### src/hdl/seq_pkg.sv
package seq_pkg;

    // ************************************************************
    // Sizes
    // ************************************************************
    localparam int MOTORS      = 3;     // Motors in the driver chain
    localparam int RAM_WORDS   = 32;    // 12-bit words of the code list
    localparam int HALF_W      = 6;     // Flag plus 5-bit code
    localparam int DEF_LEN     = 12;    // Codes per preset 12-bit driver

    // ************************************************************
    // Register offsets (byte addresses) and fields
    // ************************************************************
    localparam logic [7:0] CFG_OFS    = 8'h00;  // Code list, 32 words
    localparam logic [7:0] CTRL_OFS   = 8'h80;
    localparam logic [7:0] STATUS_OFS = 8'h84;
    localparam int CTRL_START_BIT = 0;          // Write 1 requests a datagram
    localparam int CTRL_LAST_LSB  = 1;          // Last driver index, 2 bits
    localparam int STAT_BUSY_BIT  = 0;
    localparam int STAT_ADDR_LSB  = 1;          // Motor address counter, 2 bits
    localparam int STAT_PEND_BIT  = 3;
    localparam int STAT_PTR_LSB   = 8;          // List position, 6 bits
    localparam logic [1:0] LAST_RST = 2'h0;

    // ************************************************************
    // Select codes
    // ************************************************************
    localparam logic [4:0] CODE_A_BASE = 5'h00;
    localparam logic [4:0] CODE_B_BASE = 5'h08;
    localparam logic [4:0] CODE_ZERO   = 5'h10;
    localparam logic [4:0] CODE_ONE    = 5'h11;
    localparam logic [4:0] CODE_DIR    = 5'h12;
    localparam logic [4:0] CODE_STEP   = 5'h13;
    localparam logic [4:0] CODE_RSVD   = 5'h14;  // First reserved code

    // Preset list for one 12-bit driver, flag in bit 5
    localparam logic [5:0] DEF_DRIVER [DEF_LEN] = '{
        6'h11, 6'h05, 6'h04, 6'h03, 6'h02, 6'h06,
        6'h11, 6'h0D, 6'h0C, 6'h0B, 6'h0A, 6'h2E};

    // ************************************************************
    // Carriers
    // ************************************************************
    typedef struct packed {
        logic [5:0] dac_a;
        logic       coil_a_phase_polarity;
        logic       coil_a_fast_decay;
        logic [5:0] dac_b;
        logic       coil_b_phase_polarity;
        logic       coil_b_fast_decay;
        logic       direction;
        logic       step;
    } motor_sig_s;

    typedef struct packed {
        logic       next_motor_flag;
        logic [4:0] code;
    } cfg_half_s;

    typedef enum logic [3:0] {
        ST_IDLE   = 4'b0001,
        ST_LOAD   = 4'b0010,
        ST_SHIFT  = 4'b0100,
        ST_FINISH = 4'b1000
    } seq_state_e;

endpackage : seq_pkg

### src/hdl/driver_chain_datagram_sequencer.sv
`timescale 1ns/1ps
module driver_chain_datagram_sequencer
    import seq_pkg::*;
#(
    parameter int N_MOTORS = MOTORS
) (
    input  wire logic        clk,
    input  wire logic        nrst,
    input  wire logic        wb_cyc_i,
    input  wire logic        wb_stb_i,
    input  wire logic        wb_we_i,
    input  wire logic [7:0]  wb_adr_i,
    input  wire logic [3:0]  wb_sel_i,
    input  wire logic [31:0] wb_dat_i,
    output logic      [31:0] wb_dat_o,
    output logic             wb_ack_o,
    input  motor_sig_s       motor_sig [MOTORS],
    input  wire logic        tx_request,
    input  wire logic        link_clk,
    output logic             drv_data,
    output logic             drv_select_n
);
    if (N_MOTORS < 1 || N_MOTORS > MOTORS) begin : g_chk
        $error("N_MOTORS must be 1 to 3");
    end

    // ************************************************************
    // Wishbone slave
    // ************************************************************
    logic        ack_q;
    logic [31:0] rdata_q;
    logic [1:0]  last_q;
    logic        req_q;
    logic [11:0] ram_rdata;
    logic        bus_req;
    logic        is_cfg;
    logic        cfg_we;
    logic        ctrl_we;
    logic        start_wr;
    logic [11:0] wr_mask;

    assign bus_req  = wb_cyc_i && wb_stb_i && !ack_q;
    assign is_cfg   = wb_adr_i[7] == CFG_OFS[7];
    assign cfg_we   = bus_req && wb_we_i && is_cfg;
    assign ctrl_we  = bus_req && wb_we_i && wb_adr_i == CTRL_OFS;
    assign start_wr = ctrl_we && wb_sel_i[0] && wb_dat_i[CTRL_START_BIT];
    assign wr_mask  = {{4{wb_sel_i[1]}}, {8{wb_sel_i[0]}}};

    // One-wait-state acknowledge, every address answered
    always_ff @(posedge clk or negedge nrst) begin
        if (!nrst) begin
            ack_q <= 1'b0;
        end else begin
            ack_q <= bus_req;
        end
    end

    // Last driver index, held at rest after reset
    always_ff @(posedge clk or negedge nrst) begin
        if (!nrst) begin
            last_q <= LAST_RST;
        end else if (ctrl_we && wb_sel_i[0]) begin
            last_q <= wb_dat_i[CTRL_LAST_LSB +: 2];
        end
    end

    // ************************************************************
    // Sequencer state
    // ************************************************************
    seq_state_e  state_q;
    logic [1:0]  addr_q;
    logic [5:0]  ptr_q;
    logic        data_q;
    logic        sel_q;
    motor_sig_s  snap_q [MOTORS];
    cfg_half_s   cur;
    logic        cur_bit;
    logic        sync1_q;
    logic        sync2_q;
    logic        prev_q;
    logic        lk_rise;
    logic        lk_fall;
    logic        at_last;

    // Read data mux, unmapped reads give zero
    always_ff @(posedge clk or negedge nrst) begin
        if (!nrst) begin
            rdata_q <= '0;
        end else if (bus_req) begin
            rdata_q <= '0;
            if (is_cfg) begin
                rdata_q[11:0] <= ram_rdata;
            end else if (wb_adr_i == CTRL_OFS) begin
                rdata_q[CTRL_LAST_LSB +: 2] <= last_q;
            end else if (wb_adr_i == STATUS_OFS) begin
                rdata_q[STAT_BUSY_BIT]     <= state_q != ST_IDLE;
                rdata_q[STAT_ADDR_LSB +: 2] <= addr_q;
                rdata_q[STAT_PEND_BIT]     <= req_q;
                rdata_q[STAT_PTR_LSB +: 6] <= ptr_q;
            end
        end
    end

    assign wb_ack_o = ack_q;
    assign wb_dat_o = rdata_q;

    // ************************************************************
    // Code list storage and signal selection
    // ************************************************************
    // Code list storage, two entries per word
    config_ram #(
        .WORDS      (RAM_WORDS)
    ) u_ram (
        .clk        (clk),
        .nrst       (nrst),
        .host_we    (cfg_we),
        .host_idx   (wb_adr_i[6:2]),
        .host_wdata (wb_dat_i[11:0]),
        .host_mask  (wr_mask),
        .host_rdata (ram_rdata),
        .seq_idx    (ptr_q),
        .seq_half   (cur)
    );

    // Select code to bit for the addressed motor
    signal_select u_sel (
        .snap       (snap_q),
        .motor_addr (addr_q),
        .code       (cur.code),
        .bit_out    (cur_bit)
    );

    // ************************************************************
    // Link clock sampling
    // ************************************************************
    // Two-stage synchroniser, then edge detect on the second stage
    always_ff @(posedge clk or negedge nrst) begin
        if (!nrst) begin
            sync1_q <= 1'b0;
            sync2_q <= 1'b0;
            prev_q  <= 1'b0;
        end else begin
            sync1_q <= link_clk;
            sync2_q <= sync1_q;
            prev_q  <= sync2_q;
        end
    end

    // Link edges, last-driver compare
    assign lk_rise = sync2_q && !prev_q;
    assign lk_fall = !sync2_q && prev_q;
    assign at_last = addr_q == last_q;

    // Pending request: motor units or software, set beats clear
    always_ff @(posedge clk or negedge nrst) begin
        if (!nrst) begin
            req_q <= 1'b0;
        end else if (tx_request || start_wr) begin
            req_q <= 1'b1;
        end else if (state_q == ST_LOAD) begin
            req_q <= 1'b0;
        end
    end

    // Frame control
    always_ff @(posedge clk or negedge nrst) begin
        if (!nrst) begin
            state_q <= ST_IDLE;
        end else begin
            unique case (state_q)
                ST_IDLE: begin
                    if (req_q) begin
                        state_q <= ST_LOAD;
                    end
                end
                ST_LOAD: begin
                    state_q <= ST_SHIFT;
                end
                ST_SHIFT: begin
                    if (lk_rise && cur.next_motor_flag && at_last) begin
                        state_q <= ST_FINISH;
                    end
                end
                ST_FINISH: begin
                    if (lk_fall) begin
                        state_q <= ST_IDLE;
                    end
                end
            endcase
        end
    end

    // List pointer and motor address
    always_ff @(posedge clk or negedge nrst) begin
        if (!nrst) begin
            ptr_q  <= '0;
            addr_q <= '0;
        end else if (state_q != ST_SHIFT) begin
            ptr_q  <= '0;
            addr_q <= '0;
        end else if (state_q == ST_SHIFT && lk_rise) begin
            ptr_q <= ptr_q + 6'h01;
            if (cur.next_motor_flag && !at_last) begin
                addr_q <= addr_q + 2'h1;
            end
        end
    end

    // Snapshot of all motor signals before the first bit
    always_ff @(posedge clk or negedge nrst) begin
        if (!nrst) begin
            for (int i = 0; i < MOTORS; i++) begin
                snap_q[i] <= '0;
            end
        end else if (state_q == ST_LOAD) begin
            for (int i = 0; i < MOTORS; i++) begin
                snap_q[i] <= motor_sig[i];
            end
        end
    end

    // Serial outputs; data follows the selected code
    always_ff @(posedge clk or negedge nrst) begin
        if (!nrst) begin
            data_q <= 1'b0;
            sel_q  <= 1'b0;
        end else begin
            sel_q  <= state_q == ST_SHIFT || state_q == ST_FINISH;
            if (state_q == ST_SHIFT) begin
                data_q <= cur_bit;
            end
        end
    end

    // Pin outputs
    assign drv_data     = data_q;
    assign drv_select_n = !sel_q;
endmodule : driver_chain_datagram_sequencer

### src/hdl/config_ram.sv
`timescale 1ns/1ps
module config_ram
    import seq_pkg::*;
#(
    parameter int WORDS = RAM_WORDS
) (
    input  wire logic                     clk,
    input  wire logic                     nrst,
    input  wire logic                     host_we,
    input  wire logic [$clog2(WORDS)-1:0] host_idx,
    input  wire logic [11:0]              host_wdata,
    input  wire logic [11:0]              host_mask,
    output logic      [11:0]              host_rdata,
    input  wire logic [$clog2(WORDS):0]   seq_idx,
    output cfg_half_s                     seq_half
);
    localparam int HALVES = 2 * WORDS;

    if (WORDS != RAM_WORDS) begin : g_chk
        $error("config_ram serves exactly 32 words");
    end

    logic [HALF_W-1:0] mem_q [HALVES];

    // Preset code list for a chain of 12-bit drivers
    function automatic logic [HALF_W-1:0] default_half(input int i);
        if (i < DEF_LEN * MOTORS) begin
            return DEF_DRIVER[i % DEF_LEN];
        end
        return '0;
    endfunction : default_half

    // Host writes with byte masking; both halves of one word
    always_ff @(posedge clk or negedge nrst) begin
        if (!nrst) begin
            for (int i = 0; i < HALVES; i++) begin
                mem_q[i] <= default_half(i);
            end
        end else if (host_we) begin
            mem_q[{host_idx, 1'b0}] <= (mem_q[{host_idx, 1'b0}] & ~host_mask[5:0])
                                     | (host_wdata[5:0] & host_mask[5:0]);
            mem_q[{host_idx, 1'b1}] <= (mem_q[{host_idx, 1'b1}] & ~host_mask[11:6])
                                     | (host_wdata[11:6] & host_mask[11:6]);
        end
    end

    // Two independent read ports, host never blocked
    assign host_rdata = {mem_q[{host_idx, 1'b1}], mem_q[{host_idx, 1'b0}]};
    assign seq_half   = cfg_half_s'(mem_q[seq_idx]);

endmodule : config_ram

### src/hdl/signal_select.sv
`timescale 1ns/1ps
module signal_select
    import seq_pkg::*;
(
    input  motor_sig_s       snap [MOTORS],
    input  wire logic [1:0]  motor_addr,
    input  wire logic [4:0]  code,
    output logic             bit_out
);
    motor_sig_s m;
    logic [7:0] coil_a;
    logic [7:0] coil_b;

    // Pick one signal of the addressed motor
    always_comb begin
        m = snap[0];
        if (int'(motor_addr) < MOTORS) begin
            m = snap[motor_addr];
        end
        coil_a  = {m.coil_a_fast_decay, m.coil_a_phase_polarity, m.dac_a};
        coil_b  = {m.coil_b_fast_decay, m.coil_b_phase_polarity, m.dac_b};
        bit_out = 1'b0;
        if (code < CODE_B_BASE) begin
            bit_out = coil_a[code[2:0]];
        end else if (code < CODE_ZERO) begin
            bit_out = coil_b[code[2:0]];
        end else if (code == CODE_ONE) begin
            bit_out = 1'b1;
        end else if (code == CODE_DIR) begin
            bit_out = m.direction;
        end else if (code == CODE_STEP) begin
            bit_out = m.step;
        end
    end

endmodule : signal_select

### config.mk
export PLATFORM = sky130hd
export DESIGN_NAME = driver_chain_datagram_sequencer
export DESIGN_NICKNAME = d
export VERILOG_FILES = /design/src/hdl/seq_pkg.sv /design/src/hdl/driver_chain_datagram_sequencer.sv /design/src/hdl/config_ram.sv /design/src/hdl/signal_select.sv
export SDC_FILE = /design/constraint.sdc
export NUM_CORES = 1
export LEC_CHECK = 0
export ABC_AREA = 1
export ABC_CLOCK_PERIOD_IN_PS = 2740
export BUFFER_PORTS_ARGS = -buffer_cell sky130_fd_sc_hd__buf_2
export CAP_MARGIN = 25
export CORE_UTILIZATION = 36
export CTS_CLUSTER_DIAMETER = 30
export DETAILED_ROUTE_END_ITERATION = 10
export PLACE_DENSITY = 0.63
export SYNTH_ARGS = -nofsm -noshare
export SYNTH_HDL_FRONTEND = slang
export SYNTH_SLANG_ARGS = --single-unit
### constraint.sdc
create_clock -name clk -period 2.74 [get_ports clk]
set_clock_uncertainty 0.2 [all_clocks]
set_input_delay 0.548 -clock clk [delete_from_list [all_inputs] [get_ports clk]]
set_output_delay 0.548 -clock clk [all_outputs]
set_load 0.005 [all_outputs]
* Word-level counts from Yosys, hierarchy flattened
Index checks and enable logic that the tools add are counted.
** Word-level totals
- Logic and storage cells :: 216
- Register bits after elaboration :: 473
- Bits of input ports :: 105
- Output and inout port bits :: 35
** Cells by class
- Reductions and logical operators :: 27
- Bitwise logic cells :: 13
- Eq/ne operators :: 15
- Add/subtract/negate cells :: 2
- Mux-type cells :: 49
- Magnitude comparators :: 10
** Operator list (number)
- $bwmux W384 :: 2
- $bmux W6 S6 :: 3
- $demux W6 S6 :: 2
- $mux W6 :: 12
- $mux W18 :: 3
- $bmux W18 S2 :: 1
- $mux W4 :: 7
- $and A6 B6 Y6 :: 4
- $ge A7 B7 Y1 const B :: 3
- $not A6 Y7 :: 3
- $eq A8 B8 Y1 const B :: 2
- $pmux W4 S4 :: 1
- $eq A5 B5 Y1 const B :: 3
- $logic_and A1 B1 Y1 :: 15
- $lt A7 B1 Y1 const B :: 2
- $not A6 Y6 :: 2
- $or A6 B6 Y6 :: 2
- $mux W1 :: 11
- $mux W2 :: 5
- $add A6 B1 Y6 const B :: 1
- $bmux W1 S3 :: 2
- $ne A2 B2 Y1 const B :: 3
- $reduce_bool A2 Y1 :: 3
- $logic_not A1 Y1 :: 5
- 18 further kinds :: 19

* Longest topological paths before layout
Gate-level depths: netlist (run 1).
- Word-level depth :: 10
- Mapped depth :: 20

* Modules after synthesis
Synthesis (run 1) repeated with hierarchy kept, for this count alone.
** Second synthesis, totals
- Cells, all modules :: 4292
- Area total of the unflattened synthesis :: 28666.2 um2
** Modules (own cells, without submodules)
- config_ram :: cells an instance 3800, times used 1, area an instance 24126.9 um2, seq. area each 9706.8 um2
- driver_chain_datagram_sequencer :: cells an instance 351, times used 1, area an instance 3937.5 um2, seq. area each 2228.4 um2
- signal_select :: cells an instance 141, times used 1, area an instance 601.8 um2, seq. area each 0.0 um2

* Worst setup path after synthesis (run 1)
Ideal clock, no wire load.
- Kind :: input port to flip-flop
- Start point :: in wb_adr_i[2]
- End point :: reg u_ram.mem_q[121] in the netlist's numbering
- Library setup time :: 0.119 ns
- Slack :: 0.253 ns
- Stages on the path :: 13
- Arrival :: 2.168 ns
- Data required time :: 2.421 ns
- Cell sequence :: buf_4 > inv_2 > nor2_2 > buf_6 > buf_6 > a22oi_2 > nand3_1 > a22o_1 > nor4b_4 > nand2_2 > buf_6 > nand3_2 > nand2_1
** On the way
- Word-level cells in the longest chain between the ends :: 8
** Ends and longest elaborated chain
- start: declaration :: line driver_chain_datagram_sequencer.sv:12 : input wire logic [7:0] wb_adr_i,
- $not A6 Y7 :: line config_ram.sv:40 : mem_q[{host_idx, 1'b0}] <= (mem_q[{host_idx, 1'b0}] & ~host_mask[5:0])
- $bmux W6 S6 :: line config_ram.sv:40
- $mux W6 (not written as such) (2 in a row) :: line config_ram.sv:40
- $and A6 B6 Y6 :: line config_ram.sv:40
- $or A6 B6 Y6 :: line config_ram.sv:41 : | (host_wdata[5:0] & host_mask[5:0]);
- $bwmux W384 :: line config_ram.sv:40
- $bwmux W384 (*) :: line config_ram.sv:42 : mem_q[{host_idx, 1'b1}] <= (mem_q[{host_idx, 1'b1}] & ~host_mask[11:6])
- end signal: indexed assignment :: line config_ram.sv:37 : mem_q[i] <= default_half(i);
- end signal: indexed assignment :: line config_ram.sv:40
- end signal: indexed assignment :: line config_ram.sv:42
- end: declaration :: line config_ram.sv:23 : logic [HALF_W-1:0] mem_q [HALVES];
Every way passes the cells marked *; elsewhere a longest branch is shown, timed or not. The select of a mux whose other input is x is not followed.
A chain may end at the register's enable or synchronous reset.

* Worst setup path after layout (run 1)
- Start point :: reg ptr_q[0]
- End point :: reg data_q, in the netlist drv_data
** On the way
- Word-level cells in the longest chain between the ends :: 10
** Ends and longest elaborated chain
- start: declaration :: line driver_chain_datagram_sequencer.sv:72 : logic [5:0] ptr_q;
- start signal: assignment :: line driver_chain_datagram_sequencer.sv:202 : ptr_q <= ptr_q + 6'h01;
- $not A6 Y7 (not written as such) (*) :: line config_ram.sv:49 : assign seq_half = cfg_half_s'(mem_q[seq_idx]);
- $bmux W6 S6 (*) :: line config_ram.sv:49
- $mux W6 (not written as such) (*) (2 in a row) :: line config_ram.sv:49
- $eq A5 B5 Y1 :: line signal_select.sv:31 : end else if (code == CODE_STEP) begin
- $mux W1 :: line signal_select.sv:31
- $mux W1 :: line signal_select.sv:29 : end else if (code == CODE_DIR) begin
- $mux W1 :: line signal_select.sv:27 : end else if (code == CODE_ONE) begin
- $mux W1 :: line signal_select.sv:25 : end else if (code < CODE_ZERO) begin
- $mux W1 (*) :: line signal_select.sv:23 : if (code < CODE_B_BASE) begin
- end signal: assignment :: line driver_chain_datagram_sequencer.sv:230 : data_q <= cur_bit;
- end: declaration :: line driver_chain_datagram_sequencer.sv:73 : logic data_q;
Marks and branches as above.

==> key figures, run 1 <==
CTS
  • Clk Latency, worst-skew pair: 670 ps
  • Num CTS Buffers: 113
  • Clock Pin Slew Worst Setup and Hold Paths: 50 ps
  • Clock Tree Root: clkbuf_16
  • H-tree levels: 3
  • Maximum clock insertion buffer count: 3
  • CTS tree: yes
  • Number of clock sinks: 473

Timing
  • Fmax: 0.3642 GHz
  • Final Hold Fails: 0
  • Worst setup slack after layout: -5.972 ps
  • Fin crit share: 100.2%
  • Actual slew at the worst max-slew pin: 799.9 ps
  • Fin. max-slew vios: 0
  • Min Hold Slack: 17.61 ps
  • Final min period: 2746 ps
  • Slew margin rel.: 46.26%
  • RSZ-0062 raised after global routing: yes
  • Final setup viols: 1

Yosys
  • Synth Flop Type: dfrtp_1
  • Cells after Synth: 3371
  • Post-synth EDFFs: 0
  • Multiplexer area fraction after synthesis: 0.08816%
  • Cell area after synthesis: 25550 µm²
  • Largest area contributor in the netlist: dfrtp_1
  • Share of the yosys chip area belonging to registers: 46.72%
  • Post-synthesis simple-gate area fraction: 23.71%
  • FF+latch count, synth: 473
  • Synth top area share: 38.60%
  • Post-Synthesis Mean Instance Area: 7.578 µm²
  • Synth unique cells: 49
  • Post-Synth XOR/XNOR Area: 0.03429%
  • Post-synthesis compound-gate area fraction: 19.94%
  • Async S/R FF share, synth: 100.0%
  • Largest family of logic cells by synthesized area: simple AND/OR/NAND/NOR gates
  • Post-Synth Adder-Cell Area: 0.09796%
  • Synth warn: 0
  • Leading post-synthesis cells by cell area: dfrtp_1 39%, nand2_1 14%, o21ai_0 9.1%

Worst setup path
  • Critical path, cell by cell: buf_4 -> clkbuf_16 -> a21oi_1 -> o21ai_0 -> nand3_1 -> nand3_1 -> nand2_1 -> nand3_1 -> nand2_2 -> inv_1 -> nor2_1 -> nand3_1 -> nand2_1 -> inv_1 -> nand2_1 -> nand3_2 -> nand2_1
  • Worst EP arrival: 3130 ps
  • Setup crit end kind: flop
  • Worst path max stage delay: 590 ps
  • CP max FO: 26
  • Slowest cell on crit path: dfrtp_4
  • Req. time, crit path: 3120 ps
  • CP Class: reg2reg
  • Crit start category: flop

Power and ir drop
  • Clock group share of total power: 55.0%
  • Pwr Density: 793.8 nW/µm²
  • Switch share: 27.42%
  • P_sw: 7499 µW
  • Logic gate share of total power: 15.4%
  • Leak pwr: 0.01516 µW
  • Max IR drop VDD: 0.5005 mV
  • Sequential share of power: 29.7%
  • Internal power: 19850 µW

Floorplan
  • # rows: 97
  • Die W: 268.4 µm
  • Initial core utilization: 36.42%
  • Die area: 72030 µm²
  • Ports: 140
  • Die H: 268.4 µm
  • Core Region: 70150 µm²

Drt
  • Routed Wire Length: 98980 µm
  • Initial DRC count: 3247
  • First drt pass iteration count: 6
  • # DRC: 0
  • Wire per inst: 20.83 µm
  • Via count: 26.43k
  • Final ANT Viol Nets: 0
  • DR vias/cell: 5.560

Place
  • Dpl hpwl: 64350 µm
  • Gpl congestion: 0.9435
  • I/O Buffers: 99

Global route
  • Pin count of the biggest net entering global routing: 78
  • GR Util All Layers: 26.87%
  • Initial antenna violation count: 2
  • First-pass GRT wire length: 147700 µm
  • Number of global-route vias before repair: 24.94k
  • GRT overflow: 0

Finish
  • Final core occ: 49.11%
  • Layout cell share with drive strength beyond 1: 21.54%
  • Post-layout nets: 3818
  • Area Growth Syn to Fin: 34.85%

Run
  • Max_cap viols: 0

Outcome
  • Failing checks: negative setup slack
  • Outcome: finished, violations left

Min path
  • Hold Crit Class: in2reg
==> per-layer routing <==
| layer | wire [µm] | global-route usage, % |
|---|---|---|
| met5 | 13 | 0 |
| met4 | 5501 | 15.99 |
| met1 | 40850 | 36.48 |
| met2 | 43090 | 39.40 |
| met3 | 9524 | 5.544 |
==> worst max-delay path: cells and delay by family, from the launching register on <==
kind            cells  cell delay, ps
compound gates      2             230
flops               1             590
simple gates       11            1120
buf+inv             4             520
==> repair_timing <==
action / 4_1_cts / 5_1_grt
endpoints found under the hold margin: 89 / 0
setup buffers: 0 / 13
gates resized for setup: 2 / 61
hold buffers: 57 / 0
setup endpoints to repair: 1 / 38
gates cloned: 0 / 7
pin swaps: 0 / 16
==> power groups by stage <==
| stage | clock, µW | sequential, µW | combinational, µW |
|---|---|---|---|
| after floorplan | 0 | 8060 | 2390 |
| after global placement | 0 | 8160 | 3730 |
| after detailed placement | 0 | 8170 | 3800 |
| after CTS | 15100 | 8080 | 3900 |
| after global routing | 15500 | 8170 | 4620 |
| final | 15000 | 8110 | 4210 |
==> registers in the layout, summed over array words and instances, names as in the netlist <==
name         cells
state_q          4
req_q            1
snap_q          54
sync1_q          1
sel_q            1
wb_ack_o         1
last_q           2
prev_q           1
u_ram.mem_q    384
addr_q           2
wb_dat_o        14
ptr_q            6
sync2_q          1
drv_data         1
==> worst paths after layout <==
path                                 startpoint                            to  slack (ps)  cells after the start
min in group asynchronous                  nrst        snap_q[28]$_DFFE_PN0N_         260                      2
min reg2reg                   sync1_q$_DFF_PN0_             sync2_q$_DFF_PN0_         140                      0
max in group asynchronous                  nrst  u_ram.mem_q[211]$_DFFE_PN1P_        1210                      3
max                        ptr_q[0]$_DFFE_PN0P_          drv_data$_DFFE_PN0P_          -6                     17
max reg2reg                ptr_q[0]$_DFFE_PN0P_          drv_data$_DFFE_PN0P_          -6                     17
min                                 wb_dat_i[0]             req_q$_DFFE_PN0P_          20                      3
==> Yosys cell counts, types with 29 or more instances <==
master / instances
nand3_2: 32
dfstp_2: 79
buf_2: 90
o22ai_1: 74
a21oi_1: 88
o21ai_0: 467
inv_1: 280
dfrtp_1: 394
nor2_1: 101
a22oi_1: 37
clkbuf_1: 95
o21ai_1: 102
inv_2: 30
o211ai_1: 68
nand3_1: 285
buf_1: 33
nand2_1: 957
buf_4: 29
==> through the flow <==
stage               worst slack (ps)  instances  total power (µW)  TNS (ps)  cell area (µm²)
finish                        -5.972       4753             27340    -5.972            34450
global route                  -143.5       4752             28310    -155.6            34450
CTS                            8.213       4731             27080         0            33940
detailed placement            -654.2       4459             11970   -133580            29090
global placement              -644.8       4458             11890   -126050            29080
floorplan                      253.2       3388             10450         0            25610
==> layout by cell type (no fill, tap or decap), types with 8 or more instances in the layout <==
cell type and count:
clkbuf_1 12, nand4_1 10, bufinv_16 28, clkinv_2 18, clkbuf_16 120, nor2_1 98, o21ai_1 104, dlygate4sd3_1 57
a31oi_1 16, dfrtp_1 392, a21oi_1 86, o22ai_1 74, o21ai_0 463, conb_1 18, o21ai_2 9, nand2_1 942
nand3_2 39, clkbuf_8 13, buf_2 98, o211ai_1 68, nand3_1 276, dfstp_2 79, buf_4 222, inv_2 32
clkinv_4 9, nor3_1 14, a22o_1 8, buf_12 65, a22oi_1 37, o221ai_1 14, nand2_2 16, clkinvlp_4 13
inv_1 277
==> final cells by class <==
type	count	area (µm²)
diodes	2	5.005
clock buffers	139	3077
clock inverters	76	1196
fillers	6591	35700
inverters	314	1191
multi-input cells	2348	11460
flip-flops and latches	473	11940
well taps	940	1176
repair buffers	461	4402
==> kinds of logic (layout without fill, tap and decap cells) <==
logic type      Yosys count  after routing
fa+ha+maj                 2              2
simple gates           1425           1426
flops                   473            473
mux                       2              2
other cells               1             20
buf+inv                 568            990
xor+xnor                  1              1
compound gates          899            899
Note: power is estimated with default switching activity, not from simulation.
==> run 2, diff against run 1 <==
--- a/config.mk
+++ b/config.mk
@@ -9,10 +9,13 @@
 export ABC_CLOCK_PERIOD_IN_PS = 2740
 export BUFFER_PORTS_ARGS = -buffer_cell sky130_fd_sc_hd__buf_2
 export CAP_MARGIN = 25
-export CORE_UTILIZATION = 36
+export CELL_PAD_IN_SITES_DETAIL_PLACEMENT = 0
+export CELL_PAD_IN_SITES_GLOBAL_PLACEMENT = 1
+export CORE_UTILIZATION = 46
 export CTS_CLUSTER_DIAMETER = 30
+export CTS_CLUSTER_SIZE = 16
 export DETAILED_ROUTE_END_ITERATION = 10
-export PLACE_DENSITY = 0.63
+export PLACE_DENSITY = 0.92
 export SYNTH_ARGS = -nofsm -noshare
 export SYNTH_HDL_FRONTEND = slang
 export SYNTH_SLANG_ARGS = --single-unit
==> key figures, run 2 (same netlist as run 1, synthesis figures left out) <==
Outcome
  • Outcome: completed

Power and ir drop
  • Max IR drop VDD: 0.5637 mV (+13%)
  • Leak pwr: 0.01491 µW (-1.6%)
  • Pwr Density: 765.2 nW/µm² (-3.6%)

Drt
  • First drt pass iteration count: 7 (+1)
  • Via count: 26.28k (-0.56%)
  • Routed Wire Length: 94630 µm (-4.4%)
  • Initial DRC count: 3415 (+5.2%)
  • Final ANT Viol Nets: 0 (unchanged)
  • Wire per inst: 20.82 µm (about the same)
  • # DRC: 0 (unchanged)
  • DR vias/cell: 5.782 (+4.0%)

Floorplan
  • Ports: 140 (unchanged)
  • Die W: 237.7 µm (-11%)
  • Die H: 237.7 µm (-11%)
  • Initial core utilization: 46.46% (+10 points)
  • # rows: 86 (-11%)
  • Core Region: 54990 µm² (-22%)
  • Die area: 56480 µm² (-22%)

Worst setup path
  • Req. time, crit path: 3080 ps (-40 ps)
  • CP max FO: 21 (-19%)
  • Setup crit end kind: flop
  • CP Class: reg2reg
  • Worst EP arrival: 3070 ps (-60 ps)
  • Crit start category: flop

Timing
  • RSZ-0062 raised after global routing: yes
  • Final setup viols: 0 (-1)
  • Final min period: 2728 ps (-17.67 ps)
  • Setup TNS: 0 ps (+5.972 ps)
  • Slew margin rel.: 44.04% (-2.2 points)
  • Fin crit share: 99.57% (-0.64 points)
  • Fin. max-slew vios: 0 (unchanged)
  • Actual slew at the worst max-slew pin: 833.0 ps (+33.15 ps)
  • Fmax: 0.3665 GHz (+0.65%)
  • Final Hold Fails: 0 (unchanged)
  • Worst setup slack after layout: 11.70 ps (+17.67 ps)

Finish
  • Most frequent cells in the layout: 942 x nand2_1, 465 x o21ai_0, 392 x dfrtp_1
  • Layout cell share with drive strength beyond 1: 21.36% (-0.18 points)
  • Post-Layout Inst Area: 33710 µm² (-2.2%)
  • Area Growth Syn to Fin: 31.94%
  • Most common cell after layout, fill and taps aside: nand2_1
  • N_diodes: 0 (-2)
  • Post-layout nets: 3807 (-0.29%)
  • Register bank with the most flops: u_ram.mem_q
  • Max reg flops: 384 (unchanged)

CTS
  • CTS tree: yes
  • Num CTS Buffers: 110 (-2.7%)
  • Clk Latency, worst-skew pair: 650 ps (-20 ps)
  • Clock Pin Slew Worst Setup and Hold Paths: 50 ps (about the same)
  • Maximum clock insertion buffer count: 3 (unchanged)
  • H-tree levels: 3 (unchanged)
  • Number of clock sinks: 473 (unchanged)
  • Clock Tree Root: clkbuf_16

Global route
  • Number of global-route vias before repair: 24.62k (-1.3%)
  • First-pass GRT wire length: 142800 µm (-3.3%)
  • GR Util All Layers: 32.92% (+6.0 points)
  • GRT overflow: 0 (unchanged)
  • Initial antenna violation count: 2 (unchanged)
  • Pin count of the biggest net entering global routing: 77 (-1.3%)

Place
  • Pre-CTS WS: -706.0 ps (-51.76 ps)
  • DP Area: 28700 µm² (-1.3%)
  • Dpl hpwl: 62790 µm (-2.4%)
  • Gpl congestion: 0.9949 (+5.4%)
  • I/O Buffers: 99 (unchanged)

Run
  • Max_cap viols: 0 (unchanged)

Min path
  • Hold Crit Class: in2reg
==> run 2: what timing repair did <==
| action | in CTS | in global routing |
|---|---|---|
| endpoints found under the hold margin | 90 | 0 |
| gates resized for setup | 6 | 75 |
| pin swaps | 0 | 20 |
| hold buffers | 60 | 0 |
| setup buffers | 0 | 4 |
| cloned | 0 | 6 |
| setup endpoints to repair | 11 | 5 |
==> run 2: through the flow <==
step | hold slack, ps | std cells | power, µW | utilization [%]
final | 43.46 | 4545 | 25790 | 61.30
after global routing | 79.48 | 4545 | 26670 | 61.30
after CTS | 21.89 | 4535 | 25530 | 60.41
after detailed placement | 134.7 | 4266 | 11870 | 52.20
after global placement | 132.0 | 4266 | 11760 | 52.20
after floorplan | 52.41 | 3388 | 10450 | -
==> run 2: worst max-delay path, stage by stage, from the launching register on <==
cell and delay, ps:
dfrtp_4 600, buf_8 220, o21ai_0 180, o21ai_0 110
buf_4 150, a21oi_1 180, nand3_2 170, nand3_1 180
nand2_4 90, inv_1 100, nand3_1 120, nand3_2 80
nand2_2 80, nand3_4 100, nand2_2 50
==> run 2: worst paths after layout <==
| kind | end | depth (start not counted) | startpoint | slack [ps] |
|---|---|---|---|---|
| worst max register to register | drv_data$_DFFE_PN0P_ | 14 | ptr_q[0]$_DFFE_PN0P_ | 10 |
| worst max-delay path | drv_data$_DFFE_PN0P_ | 14 | ptr_q[0]$_DFFE_PN0P_ | 10 |
| max in group asynchronous | u_ram.mem_q[300]$_DFFE_PN1P_ | 3 | nrst | 1160 |
| min in group asynchronous | snap_q[7]$_DFFE_PN0N_ | 2 | nrst | 260 |
| worst min register to register | sync2_q$_DFF_PN0_ | 0 | sync1_q$_DFF_PN0_ | 150 |
| worst min-delay path | wb_dat_o[1]$_DFFE_PN0P_ | 3 | wb_adr_i[7] | 40 |
==> run 2: power by group <==
part	total [µW]	leakage [µW]	switching, µW	internal, µW
Sequential	8110	0.00597	382	7730
Clock	13600	0.00189	4280	9290
Combinational	4120	0.00705	2630	1490
Total	25800	0.0149	7280	18500
==> run 2: per-layer routing <==
layer	track usage [%]	up-vias	wire length [µm]
met5	0	-	29
met1	44.94	12410	38360
li1	-	11930	-
met4	18.91	4	5565
met3	6.643	321	9623
met2	48.71	1613	41050
==> run 2: layout make-up <==
| cell class | instances | area (µm²) |
|---|---|---|
| clock buffer | 145 | 3118 |
| clock inverter | 64 | 779.5 |
| fill | 4718 | 21280 |
| inverter | 314 | 1191 |
| multi-input combinational | 2347 | 11500 |
| sequential | 473 | 11940 |
| tap | 748 | 935.9 |
| timing repair buffer | 454 | 4243 |
